[config.mk]
export PLATFORM = sky130hd
export DESIGN_NAME = ccce_top
export DESIGN_NICKNAME = d
export VERILOG_FILES = /design/src/ccce_pkg.sv /design/src/ccce_mask_if.sv /design/src/ccce_mask_store.sv /design/src/ccce_top.sv
export SDC_FILE = /design/constraint.sdc
export NUM_CORES = 1
export LEC_CHECK = 0
export BUFFER_PORTS_ARGS = -buffer_cell sky130_fd_sc_hd__buf_4
export CAP_MARGIN = 30
export CORE_ASPECT_RATIO = 0.7
export CORE_MARGIN = 2
export CORE_UTILIZATION = 62
export CTS_BUF_LIST = sky130_fd_sc_hd__clkbuf_4
export DETAILED_ROUTE_END_ITERATION = 10
export PLACE_DENSITY_LB_ADDON = 0.25
export SYNTH_ARGS = -nofsm -noshare
export SYNTH_HDL_FRONTEND = slang
export SYNTH_SLANG_ARGS = --single-unit
[constraint.sdc]
create_clock -name clk_i -period 3.93 [get_ports clk_i]
set_input_delay 0.1965 -clock clk_i [delete_from_list [all_inputs] [get_ports clk_i]]
set_output_delay 0.1965 -clock clk_i [all_outputs]
set_load 0.03 [all_outputs]
[src/ccce_pkg.sv]
// Summary of operation
// masks and class association are readable and writable at any time, no quiet period.
// a write that sets any reserved bit raises a protection fault, error code zero.
// any mask access above the highest supported class raises a protection fault.
// writing a class above the largest supported maximum class faults.
// reading the association returns the class currently programmed for that processor.
// reading mask n returns the capacity bitmask now in effect for class n.
// power-saving cache shrink overrides the bitmasks for the affected storage.
// after the cache returns from shrink, new fills follow the requesting class bitmask.
// lines held before shrink or power-off may be flushed on idle entry.
// association is saved on deep core idle entry and restored on exit.
// mask contents survive package idle entry and exit.
// a management interrupt leaves association and all masks unchanged.
// enforcement is only an allocation hint and never touches coherency.
// software wanting full determinism should disable cache-shrinking power features.
// a management handler may switch to a reserved class and restore it at exit.
// each processor has its own association at its address, class in 63:32, reset 0.
// masks fill a 256-slot address range, class n at the nth slot.
// the class 0 mask resets to all ones, unrestricted allocation.
// the maximum class value is zero based, 15 means sixteen classes.
// a faulting write leaves the targeted register unchanged.
// fills use the bitmask of the class in the issuing processor's association.
package ccce_pkg;

  // ==========================================================================
  // register map
  localparam int ADDR_W = 12;
  localparam int DATA_W = 64;
  localparam logic [ADDR_W-1:0] ASSOC_ADDR = 12'hC8F;
  localparam logic [ADDR_W-1:0] MASK_BASE = 12'hC90;
  localparam logic [ADDR_W-1:0] MASK_LAST = 12'hD8F;
  localparam int MASK_SLOT_W = 8;
  localparam int CLASS_LSB = 32;
  localparam int CLASS_W = 32;
  localparam int ASSOC_RSV_W = 32;

  // ==========================================================================
  // reset values and defaults
  localparam logic [CLASS_W-1:0] ASSOC_CLASS_RST = 32'h0000_0000;
  localparam logic MASK_RST_BIT = 1'b1;
  localparam int DEF_MAX_CLASS = 15;
  localparam int DEF_CBM_LEN = 16;
  localparam int DEF_NUM_LP = 2;

  // ==========================================================================
  // per-processor idle tracking
  typedef enum logic [1:0] {
    CCCE_ACTIVE = 2'b01,
    CCCE_PARKED = 2'b10
  } ccce_idle_t;

  // ==========================================================================
  // address decode
  function automatic logic ccce_is_mask(input logic [ADDR_W-1:0] addr);
    ccce_is_mask = (addr >= MASK_BASE) && (addr <= MASK_LAST);
  endfunction

  function automatic logic [MASK_SLOT_W-1:0] ccce_slot(input logic [ADDR_W-1:0] addr);
    logic [ADDR_W-1:0] diff;
    diff = addr - MASK_BASE;
    ccce_slot = diff[MASK_SLOT_W-1:0];
  endfunction

endpackage

[src/ccce_mask_if.sv]
`timescale 1ns/1ps
`default_nettype none
interface ccce_mask_if #(
  parameter int CBM_LEN = 16,
  parameter int IDX_W = 4
);
  logic wr_en;
  logic [IDX_W-1:0] wr_idx;
  logic [CBM_LEN-1:0] wr_data;
  logic [IDX_W-1:0] rd_idx;
  logic [CBM_LEN-1:0] rd_data;
  logic [IDX_W-1:0] fill_idx;
  logic [CBM_LEN-1:0] fill_data;

  modport store (
    input wr_en,
    input wr_idx,
    input wr_data,
    input rd_idx,
    input fill_idx,
    output rd_data,
    output fill_data
  );

  modport user (
    output wr_en,
    output wr_idx,
    output wr_data,
    output rd_idx,
    output fill_idx,
    input rd_data,
    input fill_data
  );
endinterface
`default_nettype wire

[src/ccce_mask_store.sv]
`timescale 1ns/1ps
`default_nettype none
module ccce_mask_store #(
  parameter int NUM_CLASSES = 16,
  parameter int CBM_LEN = 16
) (
  input wire logic clk_i,
  input wire logic srst_i,
  ccce_mask_if.store bus
);

  logic [CBM_LEN-1:0] mask_r [NUM_CLASSES];

  // ==========================================================================
  // mask storage
  // no idle or interrupt input reaches this array, so contents are retained
  // retained across package idle
  // reset to all ones
  always_ff @(posedge clk_i)
  begin
    if (srst_i)
    begin
      for (int i = 0; i < NUM_CLASSES; i++)
      begin
        mask_r[i] <= {CBM_LEN{ccce_pkg::MASK_RST_BIT}};
      end
    end
    else if (bus.wr_en)
    begin
      mask_r[bus.wr_idx] <= bus.wr_data;
    end
  end

  // current mask read
  assign bus.rd_data = mask_r[bus.rd_idx];
  // mask of the issuing class
  assign bus.fill_data = mask_r[bus.fill_idx];

endmodule
`default_nettype wire

[src/ccce_top.sv]
// The placing of the registers and strobed register access were chosen for this implementation.
`timescale 1ns/1ps
`default_nettype none
module ccce_top #(
  parameter int MAX_CLASS = ccce_pkg::DEF_MAX_CLASS,
  parameter int CBM_LEN = ccce_pkg::DEF_CBM_LEN,
  parameter int NUM_LP = ccce_pkg::DEF_NUM_LP,
  parameter int LP_W = (NUM_LP > 1) ? $clog2(NUM_LP) : 1
) (
  input wire logic clk_i,
  input wire logic srst_i,
  input wire logic [ccce_pkg::ADDR_W-1:0] reg_addr_i,
  input wire logic [ccce_pkg::DATA_W-1:0] reg_wdata_i,
  input wire logic reg_we_i,
  input wire logic reg_re_i,
  input wire logic [LP_W-1:0] reg_lp_i,
  output logic [ccce_pkg::DATA_W-1:0] reg_rdata_o,
  output logic reg_fault_o,
  input wire logic [NUM_LP-1:0] core_idle_i,
  input wire logic pkg_idle_i,
  input wire logic mgmt_interrupt_i,
  input wire logic pwr_shrink_i,
  input wire logic [CBM_LEN-1:0] pwr_avail_mask_i,
  input wire logic fill_req_i,
  input wire logic [LP_W-1:0] fill_lp_i,
  output logic fill_valid_o,
  output logic [CBM_LEN-1:0] fill_mask_o,
  output logic flush_req_o
);

  // ==========================================================================
  // sizing
  // the class index is zero based, so MAX_CLASS 15 stores sixteen masks
  // zero-based class count
  localparam int NUM_CLASSES = MAX_CLASS + 1;
  localparam int IDX_W = (NUM_CLASSES > 1) ? $clog2(NUM_CLASSES) : 1;
  localparam logic [ccce_pkg::CLASS_W-1:0] MAX_CLASS_W = ccce_pkg::CLASS_W'(MAX_CLASS);
  localparam logic [ccce_pkg::MASK_SLOT_W-1:0] MAX_SLOT = ccce_pkg::MASK_SLOT_W'(MAX_CLASS);
  localparam int MASK_RSV_W = ccce_pkg::DATA_W - CBM_LEN;

  // ==========================================================================
  // declarations
  ccce_mask_if #(.CBM_LEN(CBM_LEN), .IDX_W(IDX_W)) mask_bus ();

  logic [IDX_W-1:0] assoc_r [NUM_LP];
  logic [IDX_W-1:0] save_r [NUM_LP];
  ccce_pkg::ccce_idle_t idle_st_r [NUM_LP];
  logic [IDX_W-1:0] lp_class [NUM_LP];

  logic hit_assoc;
  logic hit_mask;
  logic [ccce_pkg::MASK_SLOT_W-1:0] slot;
  logic slot_ok;
  logic [ccce_pkg::CLASS_W-1:0] wr_class;
  logic assoc_rsv_bad;
  logic mask_rsv_bad;
  logic assoc_wr_fault;
  logic mask_wr_fault;
  logic access_fault;
  logic assoc_wr_ok;
  logic mask_wr_ok;
  logic [CBM_LEN-1:0] fill_mask_nxt;
  logic [CBM_LEN-1:0] shrunk_mask;
  logic shrink_q_r;
  logic pkg_idle_q_r;
  logic class_bad;
  logic range_bad;
  logic [ccce_pkg::DATA_W-1:0] rdata_nxt;
  logic shrink_rise;
  logic pkg_idle_rise;

  // ==========================================================================
  // mask storage
  ccce_mask_store #(
    .NUM_CLASSES(NUM_CLASSES),
    .CBM_LEN(CBM_LEN)
  ) u_store (
    .clk_i(clk_i),
    .srst_i(srst_i),
    .bus(mask_bus)
  );

  // ==========================================================================
  // access decode and checks
  assign hit_assoc = (reg_addr_i == ccce_pkg::ASSOC_ADDR);
  assign hit_mask = ccce_pkg::ccce_is_mask(reg_addr_i);
  assign slot = ccce_pkg::ccce_slot(reg_addr_i);
  // class n at slot n
  assign slot_ok = (slot <= MAX_SLOT);
  assign wr_class = reg_wdata_i[ccce_pkg::CLASS_LSB +: ccce_pkg::CLASS_W];

  // reserved bits read as zero, so any set bit would change one
  // reserved bit check
  assign assoc_rsv_bad = (reg_wdata_i[ccce_pkg::ASSOC_RSV_W-1:0] != '0);
  // reserved mask bits
  assign mask_rsv_bad = (reg_wdata_i[ccce_pkg::DATA_W-1 -: MASK_RSV_W] != '0);

  // single resource type, so its maximum is also the largest over all
  // class above maximum
  assign class_bad = hit_assoc && (wr_class > MAX_CLASS_W);
  // slot beyond supported class
  assign range_bad = hit_mask && !slot_ok;

  assign assoc_wr_fault = hit_assoc && (assoc_rsv_bad || class_bad);
  assign mask_wr_fault = hit_mask && (mask_rsv_bad || range_bad);
  // a read faults only on range; reserved bits matter to writes alone
  assign access_fault = (reg_we_i && (assoc_wr_fault || mask_wr_fault))
                     || (reg_re_i && range_bad);

  // faulting write stores nothing
  assign assoc_wr_ok = reg_we_i && hit_assoc && !assoc_wr_fault;
  assign mask_wr_ok = reg_we_i && hit_mask && !mask_wr_fault;

  // write at any time
  assign mask_bus.wr_en = mask_wr_ok;
  assign mask_bus.wr_idx = slot[IDX_W-1:0];
  assign mask_bus.wr_data = reg_wdata_i[CBM_LEN-1:0];
  assign mask_bus.rd_idx = slot[IDX_W-1:0];

  // ==========================================================================
  // per-processor association
  genvar g;
  generate
    for (g = 0; g < NUM_LP; g++)
    begin : g_lp
      logic lp_sel;
      logic lp_wr;
      logic enter_idle;
      logic leave_idle;
      assign lp_sel = (reg_lp_i == LP_W'(g));
      assign lp_wr = assoc_wr_ok && lp_sel;
      // entry and exit are judged on the edge at which the state changes
      assign enter_idle = (idle_st_r[g] == ccce_pkg::CCCE_ACTIVE) && core_idle_i[g];
      assign leave_idle = (idle_st_r[g] == ccce_pkg::CCCE_PARKED) && !core_idle_i[g];

      // while parked the live copy is lost and the saved copy is the truth
      assign lp_class[g] = (idle_st_r[g] == ccce_pkg::CCCE_PARKED) ? save_r[g] : assoc_r[g];

      // save and restore across deep idle
      always_ff @(posedge clk_i)
      begin
        if (srst_i)
        begin
          idle_st_r[g] <= ccce_pkg::CCCE_ACTIVE;
        end
        else
        begin
          unique case (idle_st_r[g])
            ccce_pkg::CCCE_ACTIVE:
            begin
              if (core_idle_i[g])
              begin
                idle_st_r[g] <= ccce_pkg::CCCE_PARKED;
              end
            end
            ccce_pkg::CCCE_PARKED:
            begin
              if (!core_idle_i[g])
              begin
                idle_st_r[g] <= ccce_pkg::CCCE_ACTIVE;
              end
            end
            default:
            begin
              idle_st_r[g] <= ccce_pkg::CCCE_ACTIVE;
            end
          endcase
        end
      end

      // saved copy
      always_ff @(posedge clk_i)
      begin
        if (srst_i)
        begin
          save_r[g] <= ccce_pkg::ASSOC_CLASS_RST[IDX_W-1:0];
        end
        else if (lp_wr)
        begin
          save_r[g] <= wr_class[IDX_W-1:0];
        end
        else if (enter_idle)
        begin
          save_r[g] <= assoc_r[g];
        end
      end

      // mgmt_interrupt_i deliberately reaches no state here
      // untouched by management interrupt
      // per-processor class, reset 0
      always_ff @(posedge clk_i)
      begin
        if (srst_i)
        begin
          assoc_r[g] <= ccce_pkg::ASSOC_CLASS_RST[IDX_W-1:0];
        end
        else if (lp_wr)
        begin
          assoc_r[g] <= wr_class[IDX_W-1:0];
        end
        else if (enter_idle)
        begin
          assoc_r[g] <= ccce_pkg::ASSOC_CLASS_RST[IDX_W-1:0];
        end
        else if (leave_idle)
        begin
          assoc_r[g] <= save_r[g];
        end
      end
    end
  endgenerate

  // ==========================================================================
  // read path
  // programmed class returned
  always_comb
  begin
    rdata_nxt = '0;
    if (reg_re_i && hit_assoc)
    begin
      rdata_nxt = {ccce_pkg::CLASS_W'(lp_class[reg_lp_i]), {ccce_pkg::ASSOC_RSV_W{1'b0}}};
    end
    else if (reg_re_i && hit_mask && slot_ok)
    begin
      rdata_nxt = {{MASK_RSV_W{1'b0}}, mask_bus.rd_data};
    end
  end

  // data stand for one cycle only, then fall back to zero
  always_ff @(posedge clk_i)
  begin
    if (srst_i)
    begin
      reg_rdata_o <= '0;
    end
    else
    begin
      reg_rdata_o <= rdata_nxt;
    end
  end

  // fault pulse, error code zero
  always_ff @(posedge clk_i)
  begin
    if (srst_i)
    begin
      reg_fault_o <= 1'b0;
    end
    else
    begin
      reg_fault_o <= access_fault;
    end
  end

  // ==========================================================================
  // fill allocation hint
  // the hint only narrows placement; nothing here gates snoops or coherency
  // allocation hint only
  // class of issuing processor
  assign mask_bus.fill_idx = lp_class[fill_lp_i];

  // if the class's ways are all powered off, the power state wins outright
  // power shrink takes precedence
  assign shrunk_mask = mask_bus.fill_data & pwr_avail_mask_i;

  // full bitmask once cache returns
  always_comb
  begin
    fill_mask_nxt = mask_bus.fill_data;
    if (pwr_shrink_i)
    begin
      fill_mask_nxt = (shrunk_mask != '0) ? shrunk_mask : pwr_avail_mask_i;
    end
  end

  always_ff @(posedge clk_i)
  begin
    if (srst_i)
    begin
      fill_valid_o <= 1'b0;
    end
    else
    begin
      fill_valid_o <= fill_req_i;
    end
  end

  // the mask holds between fills so a late reader still sees the last hint
  always_ff @(posedge clk_i)
  begin
    if (srst_i)
    begin
      fill_mask_o <= '0;
    end
    else if (fill_req_i)
    begin
      fill_mask_o <= fill_mask_nxt;
    end
  end

  // ==========================================================================
  // flush request on shrink or package idle entry
  // both edge detectors reset low, the idle level of their inputs, so no
  // false flush follows reset
  always_ff @(posedge clk_i)
  begin
    if (srst_i)
    begin
      shrink_q_r <= 1'b0;
    end
    else
    begin
      shrink_q_r <= pwr_shrink_i;
    end
  end

  always_ff @(posedge clk_i)
  begin
    if (srst_i)
    begin
      pkg_idle_q_r <= 1'b0;
    end
    else
    begin
      pkg_idle_q_r <= pkg_idle_i;
    end
  end

  assign shrink_rise = pwr_shrink_i && !shrink_q_r;
  assign pkg_idle_rise = pkg_idle_i && !pkg_idle_q_r;

  // resident lines are not guaranteed after resume; masks are not touched
  // write back on idle entry
  // masks kept through package idle
  always_ff @(posedge clk_i)
  begin
    if (srst_i)
    begin
      flush_req_o <= 1'b0;
    end
    else
    begin
      flush_req_o <= shrink_rise || pkg_idle_rise;
    end
  end

endmodule
`default_nettype wire

==> results summary <==
The number of pins with negative max-slew slack in the final report is 0. The final number of setup-violating endpoints came out at 0. The share of synthesized area in the top cell type comes to 0.4593.

The worst setup path is captured at a flop. The power density over the cells is 452.7 mW/mm². The via count of the first global-routing pass is 14530. After legalization and detailed placement, the total HPWL measured 40520 µm. Setup repair after global routing left no endpoint under its margin.

The most common cell in the synthesized netlist is sky130_fd_sc_hd__edfxtp_1. The largest net degree at the start of global routing is 69. Dividing the detail-routed via count by the number of cells gives 6.820. The floorplan row count came out at 52. The die is 207.9 µm wide. The floorplan die area came out at 0.03051 mm². For this block, the initial DRC count from the detailed router was 2343. For this configuration, the core starts out at a cell density of 0.6275. The layout-stage area growth over the synthesis result came out at 17.67%. The final worst clock skew came out at 46.68 ps. The amount of wire on met3 after detailed routing is 10480 µm. The share of the Yosys chip area taken by registers is 0.5048. The TritonCTS sink count came out at 317.

Sorting the synthesized cells by how often they occur yields sky130_fd_sc_hd__edfxtp_1 (276), sky130_fd_sc_hd__or3_1 (194), sky130_fd_sc_hd__nand2_1 (159), sky130_fd_sc_hd__clkbuf_1 (97), sky130_fd_sc_hd__mux4_2 (93). The type of the tightest min-delay check is in2reg. The critical path data required time came out at 4630 ps. The placed cell area came out at 0.01967 mm². For this run, the total global-route usage over all layers was measured as 0.3944. The final total negative setup slack is 0 ps. The worst-path cell with the longest stage delay is sky130_fd_sc_hd__o21ai_0. The kind of critical path is reg2reg.

The number of standard cells after synthesis came out at 1537. The iteration count of the initial detailed-routing pass came out at 6. Dividing the final minimum period by the clock period gives 0.9757. Clock latency on the worst-skew pair, taken at its later pin, is 760 ps. TritonCTS built the clock tree.

The average routed wire per standard cell is 27.57 µm. The most numerous cell type found on the critical path is sky130_fd_sc_hd__mux2i_1. The number of buffers and inverters on the critical path is 4. The maximum net fanout on the critical path is 25. The detailed-route via count is 14950.

The final critical delay including setup and external delays is 3835 ps. On the worst path, the slowest cell contributes a delay of 670 ps. Once detail routing completed, the nets flagged for antenna violations numbered 0. Measured against its own limit, the worst slew margin works out to 0.2432. The number of gates resized after cts is 0. The number of antenna violations at the first check in global routing is 4. After synthesis, the mean cell area works out to 11.74 µm². In this run, synthesis inferred 276 flip-flops with an integrated enable. The synthesized flop and latch total is 317. Walking the worst path, the cells encountered are inv_1 -> ha_1 -> buf_4 -> mux2i_4 -> mux2i_4 -> buf_12 -> buf_4 -> mux2i_1 -> mux2i_1 -> mux2i_1 -> o21ai_0 -> a32o_1 -> a41o_1. The actual transition at the worst max-transition pin is 1135 ps. The worst hold margin is 56.68 ps. The most used flip-flop cell after synthesis is sky130_fd_sc_hd__edfxtp_1. Derived from the worst setup path, the maximum achievable clock frequency is 0.2608 GHz. For this run, the post-layout net count is 1861. In the routed design, unresolved DRC markers number 0.

The design area came out at 0.02123 mm². Across the run, the number of max-cap violations was 0. sky130_fd_sc_hd__edfxtp_1 takes more of the synthesized area than any other cell. The highest layer used for signal routing is met5. At the worst endpoint, the arrival time is 4530 ps. The total overflow left after global routing is 0. The final hold violation count was 0.

The number of buffers on the longest clock path is 3. The first global-routing pass estimated 89470 µm of wire. The count of distinct cell types in the synthesized netlist came out at 62. The clock root buffer is sky130_fd_sc_hd__clkbuf_4. The count of warnings emitted by yosys came out at 0. The area of the mapped netlist is 0.01804 mm². The number of I/O port buffers came out at 141. The worst setup path is launched from a flop. The fraction of final layout cells with drive strength greater than 1 came out at 0.2662. The flow ran to the end, and the final reports show no timing, DRC or antenna violations. The worst vdd rail ir drop is 0.0003115 V. The family with the most delay on the worst path is multiplexers. The core area is 0.02876 mm².

Yosys attributes the largest share of cell area to sky130_fd_sc_hd__edfxtp_1 (46%), sky130_fd_sc_hd__mux4_2 (12%), sky130_fd_sc_hd__or3_1 (6.7%), sky130_fd_sc_hd__dfxtp_1 (4.5%), sky130_fd_sc_hd__mux2i_1 (3.6%). The number of H-tree levels is 3. The analysis attributes to cell leakage a power of 7.667 nW. The routed metal-1 wirelength came out at 21790 µm. The global placement routability congestion came out at 0.9526. For this block, the routed nets add up to 60440 µm of wire.

In the synthesized netlist the async set-or-reset flop fraction comes to 0. The clock-pin slew of the registers on the worst-case setup and hold paths is 60 ps. The floorplan die height is 146.7 µm.

The number of clock buffers inserted by TritonCTS came out at 81. During I/O placement, the number of pins put on the boundary was 187. The met2 wirelength from detailed routing came out at 25670 µm.
[logic make-up (layout without fill, tap and decap cells)]
logic type / Yosys count / in the layout / synth area share
buffers and inverters: 207 / 438 / 0.05727
and+or+nand+nor: 669 / 669 / 0.2005
adders and majority gates: 4 / 4 / 0.002774
other: 1 / 47 / 0.0002078
AOI/OAI and AO/OA: 165 / 165 / 0.06983
DFF: 317 / 317 / 0.5048
xor gates and xnor gates: 1 / 1 / 0.0004855
muxes: 173 / 173 / 0.1641
[sequential cells by signal (all words and copies together), names as in the netlist]
signal and flops:
pkg_idle_q_r 1, shrink_q_r 1, idle_st_r 4, assoc_r 8, save_r 8, fill_valid_o 1
fill_mask_o 16, reg_rdata_o 20, flush_req_o 1, u_store.mask_r 256, reg_fault_o 1
[power breakdown]
part / internal (mW) / switching, mW
logic: 1.07 / 1.71
registers: 3.88 / 0.161
clock network: 1.38 / 1.41
[cell type report]
class | instances | area [µm²]
Multi-Input combinational cell | 1056 | 8135
Clock buffer | 111 | 833.3
Fill cell | 1933 | 7523
Tap cell | 378 | 473.0
Inverter | 19 | 71.32
Sequential cell | 317 | 9109
Timing Repair Buffer | 278 | 2447
Clock inverter | 30 | 157.7
Antenna cell | 3 | 7.507
[worst min-delay path: stages]
cell and delay (ps):
sky130_fd_sc_hd__buf_4 110, sky130_fd_sc_hd__nor2b_1 130, sky130_fd_sc_hd__nand2_1 220, sky130_fd_sc_hd__nor2_1 100
[per-stage QoR]
step	total power, mW	instances	worst slack (ps)	util
after global placement	6.624	1990	80.38	0.6825
after detailed placement	6.687	1993	30.69	0.6838
after CTS	9.482	2188	47.17	0.7374
after global routing	9.905	2191	56.00	0.7383
after floorplan	5.673	1580	734.5	-
final	9.614	2192	95.49	0.7384
[cell usage in the layout (no fill, tap or decap), types with 9 or more instances in the layout]
cell,netlist,routed
sky130_fd_sc_hd__edfxtp_1,276,276
sky130_fd_sc_hd__nand4_1,29,29
sky130_fd_sc_hd__inv_1,19,19
sky130_fd_sc_hd__conb_1,1,44
sky130_fd_sc_hd__mux2i_1,65,63
sky130_fd_sc_hd__a32oi_1,14,14
sky130_fd_sc_hd__dlygate4sd3_1,0,53
sky130_fd_sc_hd__nand2_1,159,158
sky130_fd_sc_hd__buf_4,49,206
sky130_fd_sc_hd__clkbuf_4,0,111
sky130_fd_sc_hd__a22o_1,14,14
sky130_fd_sc_hd__o21bai_2,0,12
sky130_fd_sc_hd__dfxtp_1,41,41
sky130_fd_sc_hd__nor4_1,17,17
sky130_fd_sc_hd__mux4_2,93,93
sky130_fd_sc_hd__or3_1,194,194
sky130_fd_sc_hd__a211oi_1,16,16
sky130_fd_sc_hd__buf_12,0,17
sky130_fd_sc_hd__nor2b_1,28,27
sky130_fd_sc_hd__a21oi_1,21,21
sky130_fd_sc_hd__clkinv_1,0,21
sky130_fd_sc_hd__a32o_1,14,14
sky130_fd_sc_hd__nand3_1,63,63
sky130_fd_sc_hd__a41o_1,16,16
sky130_fd_sc_hd__mux2_2,9,9
sky130_fd_sc_hd__o21ai_0,21,21
sky130_fd_sc_hd__nor2_1,56,56
sky130_fd_sc_hd__nand2b_1,78,76
[worst paths after layout]
kind	startpoint	to	slack (ps)	cells past startpoint
max reg2reg	idle_st_r[0][0]$_SDFFCE_PP1P_	fill_mask_o[3]$_SDFFE_PP0P_	100	13
min	reg_re_i	reg_rdata_o[33]$_SDFF_PP0_	60	4
min reg2reg	pkg_idle_q_r$_SDFF_PP0_	flush_req_o$_SDFF_PP0_	490	2
max	idle_st_r[0][0]$_SDFFCE_PP1P_	fill_mask_o[3]$_SDFFE_PP0P_	100	13
[metal layers]
layer	GRT usage	vias to the layer above
met5	0.02665	-
li1	-	6272
met3	0.1843	191
met4	0.1656	8
met1	0.5297	7186
met2	0.5512	1292
[what timing repair did]
action,CTS,global route
buffers inserted,1,1
pin swaps,1,1
setup endpoints to repair,10,16
hold buffers,53,0
hold endpoints to repair,315,0
gates cloned,0,0
(Power assumes the default switching activity.)
